===== src/design/ncs_map.svh =====
// Constants of the nibble core: register port offsets, reset values,
// page numbers and interrupt vector offsets.
// Included by the core and the return stack; holds definitions only.
`ifndef NCS_MAP_SVH
`define NCS_MAP_SVH

`define NCS_PC_W          12
`define NCS_STACK_DEPTH   8
`define NCS_SRC_N         5
`define NCS_OFF_CTRL_LOW  4'h0
`define NCS_OFF_CTRL_HIGH 4'h1
`define NCS_OFF_REQ       4'h2
`define NCS_OFF_STATUS    4'h3
`define NCS_RST_PC        12'h000
`define NCS_RST_CTRL      4'h0
`define NCS_PAGE1         5'h01
`define NCS_PAGE2         5'h02
`define NCS_VEC_EXT       7'h00
`define NCS_VEC_TMR1      7'h04
`define NCS_VEC_TMR2      7'h06
`define NCS_VEC_ADC       7'h0C
`define NCS_VEC_SIO       7'h0E

`endif


===== src/design/ncs_pkg.sv =====
// Types of the nibble core: the decoded operation set.
// Used by the core and by whatever decodes instruction words for it.
package ncs_pkg;

    typedef enum logic [5:0] {
        op_nop, op_load_imm, op_add_imm, op_add_mem, op_add_mem_with_carry,
        op_and_mem, op_or_mem, op_cmp_imm, op_rotate_right_instr,
        op_set_carry_instr, op_clear_carry_instr, op_load_mem, op_store_mem,
        op_load_b, op_e_from_ba, op_ba_from_e, op_load_d,
        op_set_upper_table_instr, op_clear_upper_table_instr,
        op_table_reference_instr, op_indirect_branch_instr,
        op_indirect_page2_call_instr, op_page2_call_instr, op_call, op_branch,
        op_return, op_return_from_irq_instr, op_copy_stack_level_instr,
        op_enable_irq_instr, op_disable_irq_instr, op_ram_bit_set_instr,
        op_ram_bit_reset_instr, op_ram_bit_test_instr, op_port_bit_set_instr,
        op_port_bit_reset_instr, op_port_bit_test_instr, op_load_dp,
        op_irq_skip_test, op_ctrl_low_from_a, op_ctrl_high_from_a,
        op_a_from_ctrl_low, op_a_from_ctrl_high
    } ncs_op_t;

    typedef enum logic {st_run, st_table} ncs_state_t;

endpackage


===== src/design/ncs_stack.sv =====
// Eight-deep return address stack with a wrapping level pointer.
// Assumes push and pop never come in the same cycle.
`timescale 1ns/1ps
`default_nettype none
`include "ncs_map.svh"

module ncs_stack (
    // Clock and reset
    input  wire logic        core_clk,
    input  wire logic        rst,
    // Push and pop
    input  wire logic        push,
    input  wire logic        pop,
    input  wire logic [11:0] push_addr,
    output logic      [11:0] top_addr,
    output logic      [2:0]  level
);
    logic [11:0] slot [`NCS_STACK_DEPTH];

    // Wraps modulo eight: a ninth push overwrites the oldest entry
    always_ff @(posedge core_clk or posedge rst) begin
        if (rst) begin
            level <= 3'h0;
        end else if (push) begin
            level <= level + 3'h1;
        end else if (pop) begin
            level <= level - 3'h1;
        end
    end

    always_ff @(posedge core_clk) begin
        if (push) begin
            slot[level] <= push_addr;
        end
    end

    assign top_addr = slot[level - 3'h1];
endmodule
`default_nettype wire


===== src/design/ncs_core.sv =====
// Architectural state and sequencing of a 4-bit core: ALU, accumulator,
// carry, B/E/D, return stack, interrupt context, skip, PC, RAM pointer.
// Assumes a decoder presents one operation per op_valid cycle and an
// asynchronous program ROM answering rom_addr in the same cycle.
//
// Summary of operation
// - ALU works on 4-bit values: add, compare, AND, OR, bit operations.
// - Add-with-carry sets carry on carry out and never clears it; plain adds leave carry alone.
// - Rotate right moves A bit 0 into carry; set/clear carry force it.
// - E is copied from and copied back to the byte formed by B high and A low.
// - E and D are not reset; software initialises them.
// - D with A forms the 7-bit in-page ROM address for indirect ops.
// - Table reference with upper flag loads D from ROM bits 9..8.
// - Eight return slots; interrupt, call and table reference push PC.
// - A 3-bit level pointer tracks nesting and can be copied to A.
// - One context slot saves pointer, carry, skip, A and B on interrupt.
// - Skip flag is saved on interrupt entry and restored on return.
// - PC advances by instruction length unless a branch loads it.
// - PC has page and 7-bit offset; offset 127 rolls to next page.
// - RAM pointer is Z, X, Y; Y also picks the port D bit.
// - Program words are 10 bits, 128 per page, 4096 in 32 pages.
// - Page 1 holds interrupt vectors; interrupt loads the source vector.
// - One-word page-2 call reaches page 2 from anywhere.
// - Table reference returns the low eight bits of any ROM word.
// - RAM is 256 nibbles with bit set, reset and test everywhere.
// - Interrupt needs request flag, source enable and global enable.
// - Enable/disable ops set/clear global enable; any interrupt clears it.
// - Source enable bits live in the two interrupt control registers.
// - Enable 1 allows interrupt, disables skip test; 0 the reverse.
// - Request flags set always, hold, clear on interrupt or skip.
// - Priority external, timer 1, timer 2, A/D, serial; vectors 0,4,6,C,E.
// - Enable takes effect only after the next instruction completes.
`timescale 1ns/1ps
`default_nettype none
`include "ncs_map.svh"

module ncs_core
    import ncs_pkg::*;
(
    // Clock and reset
    input  wire logic        core_clk,
    input  wire logic        rst,
    // Decoded operation
    input  wire logic        op_valid,
    input  wire ncs_op_t     op_code,
    input  wire logic [11:0] op_arg,
    input  wire logic        op_two_word,
    output logic             op_ready,
    // Program ROM
    output logic      [11:0] pc,
    output logic      [11:0] rom_addr,
    input  wire logic [9:0]  rom_data,
    // Interrupt sources: ext, timer 1, timer 2, A/D, serial
    input  wire logic [4:0]  irq_event,
    output logic             irq_taken,
    // Port D
    input  wire logic [7:0]  port_d_in,
    output logic      [7:0]  port_d_out,
    // Register port
    input  wire logic [3:0]  reg_addr,
    input  wire logic [7:0]  reg_wdata,
    input  wire logic        reg_wr,
    input  wire logic        reg_rd,
    output logic      [7:0]  reg_rdata,
    // Observed state
    output logic      [3:0]  acc,
    output logic             carry_flag
);
    ncs_state_t  state;
    logic [3:0]  reg_b, ctrl_low, ctrl_high, dp_x, dp_y;
    logic [7:0]  reg_e;
    logic [2:0]  reg_d, stack_level;
    logic [1:0]  dp_z;
    logic        skip_flag, upper_table_enable_flag, global_irq_enable, ei_hold;
    logic [4:0]  req;
    logic [24:0] ctx;
    logic [3:0]  ram [256];
    logic [11:0] stack_top, next_pc, push_addr;
    logic [4:0]  en, pend, grant;
    logic [6:0]  vec;
    logic [4:0]  sum;
    logic [3:0]  mem_rd, add_op, ram_wd;
    logic [7:0]  ram_idx;
    logic        go, irq_go, exec, skip_hit, push, pop, ram_we, ram_hit, table_done;

    assign ram_idx = {dp_x, dp_y};
    assign ram_hit = (dp_z == 2'h0);
    assign mem_rd  = ram_hit ? ram[ram_idx] : 4'h0;
    assign en      = {ctrl_high[3], ctrl_high[2], ctrl_low[3], ctrl_low[2], ctrl_low[0]};
    assign pend    = req & en;
    assign go      = op_valid & op_ready;
    assign irq_go  = go & global_irq_enable & ~ei_hold & (|pend);
    assign exec    = go & ~irq_go & ~skip_flag;
    assign table_done = (state == st_table);
    assign next_pc = pc + (op_two_word ? 12'h002 : 12'h001);

    // Fixed priority, lowest index wins
    always_comb begin
        grant = 5'h00;
        vec   = `NCS_VEC_SIO;
        if (pend[0]) begin
            grant = 5'h01;
            vec   = `NCS_VEC_EXT;
        end else if (pend[1]) begin
            grant = 5'h02;
            vec   = `NCS_VEC_TMR1;
        end else if (pend[2]) begin
            grant = 5'h04;
            vec   = `NCS_VEC_TMR2;
        end else if (pend[3]) begin
            grant = 5'h08;
            vec   = `NCS_VEC_ADC;
        end else if (pend[4]) begin
            grant = 5'h10;
        end
    end

    always_comb begin
        add_op = (op_code == op_add_imm) ? op_arg[3:0] : mem_rd;
        sum    = {1'b0, acc} + {1'b0, add_op}
                 + {4'h0, (op_code == op_add_mem_with_carry) & carry_flag};
        case (op_code)
            op_cmp_imm:             skip_hit = (acc == op_arg[3:0]);
            op_ram_bit_test_instr:  skip_hit = ~mem_rd[op_arg[1:0]];
            op_port_bit_test_instr: skip_hit = ~port_d_in[dp_y[2:0]];
            op_irq_skip_test:       skip_hit = req[op_arg[2:0]] & ~en[op_arg[2:0]];
            default:                skip_hit = 1'b0;
        endcase
        ram_wd = acc;
        ram_we = 1'b0;
        case (op_code)
            op_store_mem: ram_we = exec & ram_hit;
            op_ram_bit_set_instr: begin
                ram_we = exec & ram_hit;
                ram_wd = mem_rd | (4'h1 << op_arg[1:0]);
            end
            op_ram_bit_reset_instr: begin
                ram_we = exec & ram_hit;
                ram_wd = mem_rd & ~(4'h1 << op_arg[1:0]);
            end
            default: ram_we = 1'b0;
        endcase
    end

    always_ff @(posedge core_clk) begin
        if (ram_we) begin
            ram[ram_idx] <= ram_wd;
        end
    end

    // Return stack traffic
    always_comb begin
        push      = irq_go;
        push_addr = pc;
        pop       = table_done;
        if (exec) begin
            case (op_code)
                op_call, op_page2_call_instr, op_indirect_page2_call_instr,
                op_table_reference_instr: begin
                    push      = 1'b1;
                    push_addr = next_pc;
                end
                op_return, op_return_from_irq_instr: pop = 1'b1;
                default: push = 1'b0;
            endcase
        end
    end

    ncs_stack u_stack (
        .core_clk  (core_clk),
        .rst       (rst),
        .push      (push),
        .pop       (pop),
        .push_addr (push_addr),
        .top_addr  (stack_top),
        .level     (stack_level)
    );

    // Sequencing: PC, table wait state, ROM table address
    always_ff @(posedge core_clk or posedge rst) begin
        if (rst) begin
            pc        <= `NCS_RST_PC;
            state     <= st_run;
            op_ready  <= 1'b1;
            rom_addr  <= `NCS_RST_PC;
            irq_taken <= 1'b0;
        end else begin
            irq_taken <= irq_go;
            if (table_done) begin
                state    <= st_run;
                op_ready <= 1'b1;
                pc       <= stack_top;
            end else if (irq_go) begin
                pc <= {`NCS_PAGE1, vec};
            end else if (go && !exec) begin
                pc <= next_pc;
            end else if (exec) begin
                case (op_code)
                    op_branch, op_call: pc <= op_arg;
                    op_page2_call_instr: pc <= {`NCS_PAGE2, op_arg[6:0]};
                    op_indirect_branch_instr, op_indirect_page2_call_instr:
                        pc <= {op_arg[4:0], reg_d, acc};
                    op_return, op_return_from_irq_instr: pc <= stack_top;
                    op_table_reference_instr: begin
                        rom_addr <= {op_arg[4:0], reg_d, acc};
                        state    <= st_table;
                        op_ready <= 1'b0;
                    end
                    default: pc <= next_pc;
                endcase
            end
        end
    end

    // Accumulator, carry, upper-table flag and skip
    always_ff @(posedge core_clk or posedge rst) begin
        if (rst) begin
            acc                     <= 4'h0;
            reg_b                   <= 4'h0;
            carry_flag              <= 1'b0;
            upper_table_enable_flag <= 1'b0;
            skip_flag               <= 1'b0;
        end else if (table_done) begin
            {reg_b, acc} <= rom_data[7:0];
        end else if (go && !exec) begin
            // Also on interrupt entry: the saved copy keeps a pending skip
            skip_flag <= 1'b0;
        end else if (exec) begin
            skip_flag <= skip_hit;
            case (op_code)
                op_load_imm:  acc <= op_arg[3:0];
                op_load_mem:  acc <= mem_rd;
                op_load_b:    reg_b <= op_arg[3:0];
                op_add_imm, op_add_mem: acc <= sum[3:0];
                op_add_mem_with_carry: begin
                    acc <= sum[3:0];
                    if (sum[4]) begin
                        carry_flag <= 1'b1;
                    end
                end
                op_and_mem: acc <= acc & mem_rd;
                op_or_mem:  acc <= acc | mem_rd;
                op_rotate_right_instr: begin
                    acc        <= {carry_flag, acc[3:1]};
                    carry_flag <= acc[0];
                end
                op_set_carry_instr:   carry_flag <= 1'b1;
                op_clear_carry_instr: carry_flag <= 1'b0;
                op_ba_from_e: {reg_b, acc} <= reg_e;
                op_set_upper_table_instr:   upper_table_enable_flag <= 1'b1;
                op_clear_upper_table_instr: upper_table_enable_flag <= 1'b0;
                op_copy_stack_level_instr:  acc <= {1'b0, stack_level};
                op_a_from_ctrl_low:  acc <= ctrl_low;
                op_a_from_ctrl_high: acc <= ctrl_high;
                op_return_from_irq_instr: begin
                    {carry_flag, skip_flag, acc, reg_b} <= ctx[9:0];
                end
                default: acc <= acc;
            endcase
        end
    end

    // E, D and the context slot are left unreset on purpose
    always_ff @(posedge core_clk) begin
        if (exec && op_code == op_e_from_ba) begin
            reg_e <= {reg_b, acc};
        end
        if (exec && op_code == op_load_d) begin
            reg_d <= op_arg[2:0];
        end else if (table_done && upper_table_enable_flag) begin
            reg_d <= {1'b0, rom_data[9:8]};
        end
        if (irq_go) begin
            ctx <= {dp_z, dp_x, dp_y, 5'h00, carry_flag, skip_flag,
                    acc, reg_b};
        end
    end

    // RAM pointer and port D
    always_ff @(posedge core_clk or posedge rst) begin
        if (rst) begin
            dp_z       <= 2'h0;
            dp_x       <= 4'h0;
            dp_y       <= 4'h0;
            port_d_out <= 8'h00;
        end else if (exec) begin
            case (op_code)
                op_load_dp: {dp_z, dp_x, dp_y} <= op_arg[9:0];
                op_port_bit_set_instr:   port_d_out[dp_y[2:0]] <= 1'b1;
                op_port_bit_reset_instr: port_d_out[dp_y[2:0]] <= 1'b0;
                op_return_from_irq_instr: {dp_z, dp_x, dp_y} <= ctx[24:15];
                default: dp_y <= dp_y;
            endcase
        end
    end

    // Global enable, enable delay and request flags; a new event beats a clear
    always_ff @(posedge core_clk or posedge rst) begin
        if (rst) begin
            global_irq_enable <= 1'b0;
            ei_hold           <= 1'b0;
            req               <= 5'h00;
        end else begin
            req <= (req & ~((irq_go ? grant : 5'h00)
                   | ((exec && op_code == op_irq_skip_test && skip_hit)
                      ? (5'h01 << op_arg[2:0]) : 5'h00))) | irq_event;
            if (irq_go) begin
                global_irq_enable <= 1'b0;
            end else if (exec && op_code == op_enable_irq_instr) begin
                global_irq_enable <= 1'b1;
                ei_hold           <= 1'b1;
            end else if (exec && op_code == op_disable_irq_instr) begin
                global_irq_enable <= 1'b0;
                ei_hold           <= 1'b0;
            end else if (go) begin
                ei_hold <= 1'b0;
            end
        end
    end

    // Control registers, written by software port or from A
    always_ff @(posedge core_clk or posedge rst) begin
        if (rst) begin
            ctrl_low  <= `NCS_RST_CTRL;
            ctrl_high <= `NCS_RST_CTRL;
            reg_rdata <= 8'h00;
        end else begin
            if (reg_wr && reg_addr == `NCS_OFF_CTRL_LOW) begin
                ctrl_low <= reg_wdata[3:0];
            end else if (exec && op_code == op_ctrl_low_from_a) begin
                ctrl_low <= acc;
            end
            if (reg_wr && reg_addr == `NCS_OFF_CTRL_HIGH) begin
                ctrl_high <= reg_wdata[3:0];
            end else if (exec && op_code == op_ctrl_high_from_a) begin
                ctrl_high <= acc;
            end
            if (reg_rd) begin
                case (reg_addr)
                    `NCS_OFF_CTRL_LOW:  reg_rdata <= {4'h0, ctrl_low};
                    `NCS_OFF_CTRL_HIGH: reg_rdata <= {4'h0, ctrl_high};
                    `NCS_OFF_REQ:       reg_rdata <= {3'h0, req};
                    `NCS_OFF_STATUS:    reg_rdata <= {global_irq_enable,
                        upper_table_enable_flag, carry_flag, skip_flag, 1'b0, stack_level};
                    default:            reg_rdata <= 8'h00;
                endcase
            end else begin
                reg_rdata <= 8'h00;
            end
        end
    end

    a_rar_carry: assert property (@(posedge core_clk) disable iff (rst)
        exec && op_code == op_rotate_right_instr |=> carry_flag == $past(acc[0]))
        else $error("rotate did not move bit 0 to carry");
    a_carry_force: assert property (@(posedge core_clk) disable iff (rst)
        exec && op_code == op_clear_carry_instr |=> !carry_flag)
        else $error("clear carry failed");
    a_add_keeps_cy: assert property (@(posedge core_clk) disable iff (rst)
        exec && op_code == op_add_imm |=> $stable(carry_flag))
        else $error("plain add changed carry");
    a_irq_gating: assert property (@(posedge core_clk) disable iff (rst)
        irq_go |-> global_irq_enable && !ei_hold && (req & en) != 5'h00)
        else $error("interrupt taken without all enables");
    a_irq_entry: assert property (@(posedge core_clk) disable iff (rst)
        irq_go |=> irq_taken && !global_irq_enable && pc[11:7] == `NCS_PAGE1)
        else $error("interrupt entry state wrong");
    a_ei_delay: assert property (@(posedge core_clk) disable iff (rst)
        exec && op_code == op_enable_irq_instr |=> !irq_go)
        else $error("interrupt taken right after enable");
    a_call_push: assert property (@(posedge core_clk) disable iff (rst)
        exec && op_code == op_call |=> stack_level == $past(stack_level) + 3'h1)
        else $error("call did not push");
    a_table_ret: assert property (@(posedge core_clk) disable iff (rst)
        exec && op_code == op_table_reference_instr |=> !op_ready ##1
        (op_ready && pc == $past(pc, 2) + (12'h001 << $past(op_two_word, 2))))
        else $error("table reference sequence wrong");
    a_upt_off_d: assert property (@(posedge core_clk) disable iff (rst)
        table_done && !upper_table_enable_flag |=> reg_d == $past(reg_d))
        else $error("D changed with upper flag clear");
    c_irq: cover property (@(posedge core_clk) disable iff (rst) irq_go);
    c_table: cover property (@(posedge core_clk) disable iff (rst) table_done);
    c_skip: cover property (@(posedge core_clk) disable iff (rst) go && skip_flag);
    c_wrap: cover property (@(posedge core_clk) disable iff (rst)
        push && stack_level == 3'h7);
endmodule
`default_nettype wire


===== config.mk =====
export PLATFORM = sky130hd
export DESIGN_NAME = ncs_core
export DESIGN_NICKNAME = d
export VERILOG_FILES = /design/src/design/ncs_pkg.sv /design/src/design/ncs_stack.sv /design/src/design/ncs_core.sv
export VERILOG_INCLUDE_DIRS = /design/src /design/src/design
export SDC_FILE = /design/constraint.sdc
export NUM_CORES = 1
export LEC_CHECK = 0
export ABC_AREA = 0
export BUFFER_PORTS_ARGS = -buffer_cell sky130_fd_sc_hd__buf_2
export CAP_MARGIN = 20
export CORE_MARGIN = 5
export CORE_UTILIZATION = 62
export DETAILED_ROUTE_END_ITERATION = 10
export PLACE_DENSITY = 0.76
export SYNTH_ARGS = -nofsm -noshare
export SYNTH_HDL_FRONTEND = slang
export SYNTH_SLANG_ARGS = --single-unit

===== constraint.sdc =====
create_clock -name core_clk -period 20.5 [get_ports core_clk]
set_clock_uncertainty 0.1 [all_clocks]
set_input_delay 4.1 -clock core_clk [delete_from_list [all_inputs] [get_ports core_clk]]
set_output_delay 4.1 -clock core_clk [all_outputs]
set_load 0.005 [all_outputs]

==> results.py <==
metrics = {
    "sta": {
        "holdWs_ns": 0.387,
        "slew-limit-headroom": 0.176,
        "fin_tns_setup_ns": 0,
        "finalCritPeriodShare": 0.446,
        "drv_slew": 0,
        "setup_viol": 0,
        "fin_crit_ns": 9.15,
        "rsz0062_at_grt": "no",
        "max_freq_ghz": 0.109,
        "tightest_slew_ns": 1.24,
        "final_hold_viol_count": 0,
    },
    "floorplanning": {
        "dieHeight_um": 296,
        "rows": 104,
        "core_area_um2": 80700,
        "die_w_um": 296,
        "num_io_pins": 106,
        "design.die.area_um2": 87300,
        "initial_core_util": 0.627,
    },
    "global_route": {
        "antenna_found_initial": 3,
        "grt_pass1_vias": 29500,
        "grt_max_degree": 257,
        "grtUsageTotal": 0.297,
        "grt_pass1_wl_um": 192000,
        "overflow": 0,
    },
    "setup_path": {
        "cp_slowest_stage_delay_ns": 0.91,
        "cpMaxStageDelayCell": "buf_4",
        "critPathKind": "reg -> reg",
        "crit_chain": "buf_4 > buf_4 > buf_4 > buf_4 > mux2i_1 > a221oi_1 > nor2_1 > a31o_2 > a211o_1 > o22ai_1 > o21ai_0 > nand2_4 > buf_4 > buf_4",
        "cp_common_cell": "buf_4",
        "critical_path.max_fanout": 107,
        "required_ns": 20.75,
        "cp_data_arrival_time_ns": 9.40,
        "start_kind": "register",
        "end_kind": "register",
    },
    "clock_network": {
        "tritoncts": "yes",
        "htree_levels": 3,
        "cts_resized": 0,
        "cts.sinks": 1221,
        "clk_pin_slew_ns": 0.06,
        "ctsHoldBuffers": 0,
        "cts_setup_buffers": 0,
        "cts_buffer_depth": 3,
        "tritoncts.num_buffers": 117,
        "clk_latency_ns": 0.69,
        "clock-root-buffer": "clkbuf_16",
    },
    "drt": {
        "drt-initial-drc-count": 3474,
        "vias": 29200,
        "routed_wl_um": 129000,
        "drc": 0,
        "firstDrtPassIters": 8,
        "final_antenna_net_count": 0,
        "wl_per_cell_um": 30.5,
        "vias_per_cell": 6.88,
    },
    "min_path": {
        "holdCritPathClass": "reg -> reg",
    },
    "final_layout": {
        "multi_input_area_um2": 13300,
        "drive_gt1_frac": 0.202,
        "nFillCells": 5063,
        "nNetsFinal": 3146,
        "syn_to_final_growth_pct": 11.0,
        "register_area_um2": 36300,
    },
    "synthesis": {
        "synth_top_cell_area_share": 0.679,
        "async_flop_share": 0.0639,
        "yosysWarnings": 0,
        "synth_fp_nets": 3047,
        "syn_inst": 2978,
        "synth_area_um2": 50500,
        "ys_seq_area_frac": 0.718,
        "synth_edf_count": 1143,
        "synth_most_common_cell": "edfxtp_1",
        "syn_avg_cell_area_um2": 17.0,
        "synth_cell_types": 81,
        "synth_seq_cells": 1221,
        "synthFlopType": "edfxtp_1",
        "synth_commonest_cells": "1143 x edfxtp_1, 359 x nor2_1, 242 x mux4_2",
        "yosysTopAreaCell": "edfxtp_1",
        "synthTopCellsByArea": "edfxtp_1 68%, mux4_2 11%, dfrtp_1 3.8%, mux2i_1 2.9%, nor2_1 2.7%",
    },
    "power_and_ir_drop": {
        "cellPowerDensity_nw_per_um2": 126,
        "power_frac_clock": 0.314,
        "p_sw_mw": 2.17,
        "cellInternalPower_mw": 4.91,
        "power_frac_seq": 0.435,
        "p_leak_nw": 18.3,
        "swShare": 0.307,
        "ir_drop_v": 0.0000829,
        "combPwrFrac": 0.252,
    },
    "placement": {
        "numPortBuffers": 97,
        "gp_congestion": 0.929,
        "dp_hpwl_um": 78300,
    },
    "flow_run": {
        "cap_viol_max_count": 0,
    },
    "run_status": {
        "status": "completed",
    },
}
## power groups by stage
stage | logic, mW | registers (mW) | clock network, mW
after CTS | 1.74 | 3.09 | 2.24
after global routing | 1.87 | 3.08 | 2.35
after floorplan | 1.15 | 3.17 | 0
after detailed placement | 1.72 | 3.14 | 0
final | 1.78 | 3.08 | 2.22
after global placement | 1.68 | 3.14 | 0
## routing by layer
metal  GRT usage  up-vias  part of all wire
met5           0        -          0.000093
met4       0.129        2             0.055
met3      0.0567      421              0.11
met2       0.485     1960              0.48
met1       0.401    14800              0.36
li1            -    12000                 -
## logic make-up (layout without fill, tap and decap cells)
family                   count (synthesis)  after routing  synth area share
other                                    0              1                 0
buffers and inverters                  216            416            0.0205
AND/OR/NAND/NOR                        737            737            0.0626
flip-flops                            1221           1221             0.718
XOR/XNOR                                29             29           0.00502
adder cells (fa/ha/maj)                 10             10           0.00292
AO/OA/AOI/OAI                          343            343            0.0469
multiplexers                           422            422             0.144
## stage by stage
| stage | util | cell area (um2) | power, mW | setup slack, ns | cells |
|---|---|---|---|---|---|
| 2_1_floorplan | - | 50500 | 4.32 | 2.64 | 2978 |
| 3_3_place_gp | 0.645 | 52100 | 4.81 | 11.75 | 4012 |
| 3_5_place_dp | 0.646 | 52100 | 4.87 | 11.43 | 4014 |
| 4_1_cts | 0.695 | 56100 | 7.06 | 11.37 | 4234 |
| 5_1_grt | 0.696 | 56100 | 7.30 | 10.90 | 4238 |
| 6_report | 0.696 | 56100 | 7.08 | 11.35 | 4239 |
## flip-flops by register name (all words and copies together), names as in the netlist, 4 cells and up, named ones only
name and flops:
reg_e 4, acc 4, u_stack.slot 96, pc 12, rom_addr 12, dp_y 4
ctrl_low 4, dp_x 4, ctrl_high 4, ram 1024, req 5, reg_rdata 8
ctx 16
## cell type report
class,count,area share
Sequential cell,1221,0.647
Multi-Input combinational cell,1541,0.237
Clock buffer,147,0.0554
Tap cell,1060,0.0236
Timing Repair Buffer,163,0.0195
Clock inverter,73,0.0153
Inverter,33,0.00223
Antenna cell,1,0.0000446
## final timing paths
| kind | from | end | slack, ns | cells past startpoint |
|---|---|---|---|---|
| min reg2reg | op_ready$_DFFE_PP1P_ | op_ready$_DFFE_PP1P_ | 0.39 | 2 |
| min | op_ready$_DFFE_PP1P_ | op_ready$_DFFE_PP1P_ | 0.39 | 2 |
| max reg2reg | dp_y[1]$_DFFE_PP0P_ | ram[8][2]$_DFFE_PP_ | 11.35 | 14 |
| min in group asynchronous | rst | reg_rdata[3]$_DFF_PP0_ | 3.26 | 2 |
| max in group asynchronous | rst | dp_y[3]$_DFFE_PP0P_ | 15.85 | 3 |
| max | dp_y[1]$_DFFE_PP0P_ | ram[8][2]$_DFFE_PP_ | 11.35 | 14 |
## critical path, delay by kind of cell, from the launching register on
kind,cells,cell delay (ns)
mux,1,0.21
buf+inv,6,4.60
compound gates,5,2.01
simple gates,2,0.63
flops,1,0.84
## cells in the final DEF (no fill, tap or decap), types with 15 or more instances in the layout
cell type / n
nand2b_1: 15
mux2i_1: 144
buf_2: 97
clkbuf_16: 119
clkinv_2: 18
nand2_1: 195
o22ai_1: 17
o21ai_0: 47
a21oi_1: 67
xnor2_1: 18
nand3_1: 43
nor2_1: 357
and3_1: 15
nor3_1: 31
o211ai_1: 16
mux2_2: 36
dfrtp_1: 73
mux4_2: 242
bufinv_16: 17
clkbuf_1: 25
a31oi_1: 30
a22oi_1: 49
clkinv_1: 28
nor2b_1: 18
buf_4: 56
inv_1: 28
edfxtp_1: 1143
(Power assumes the default switching activity.)
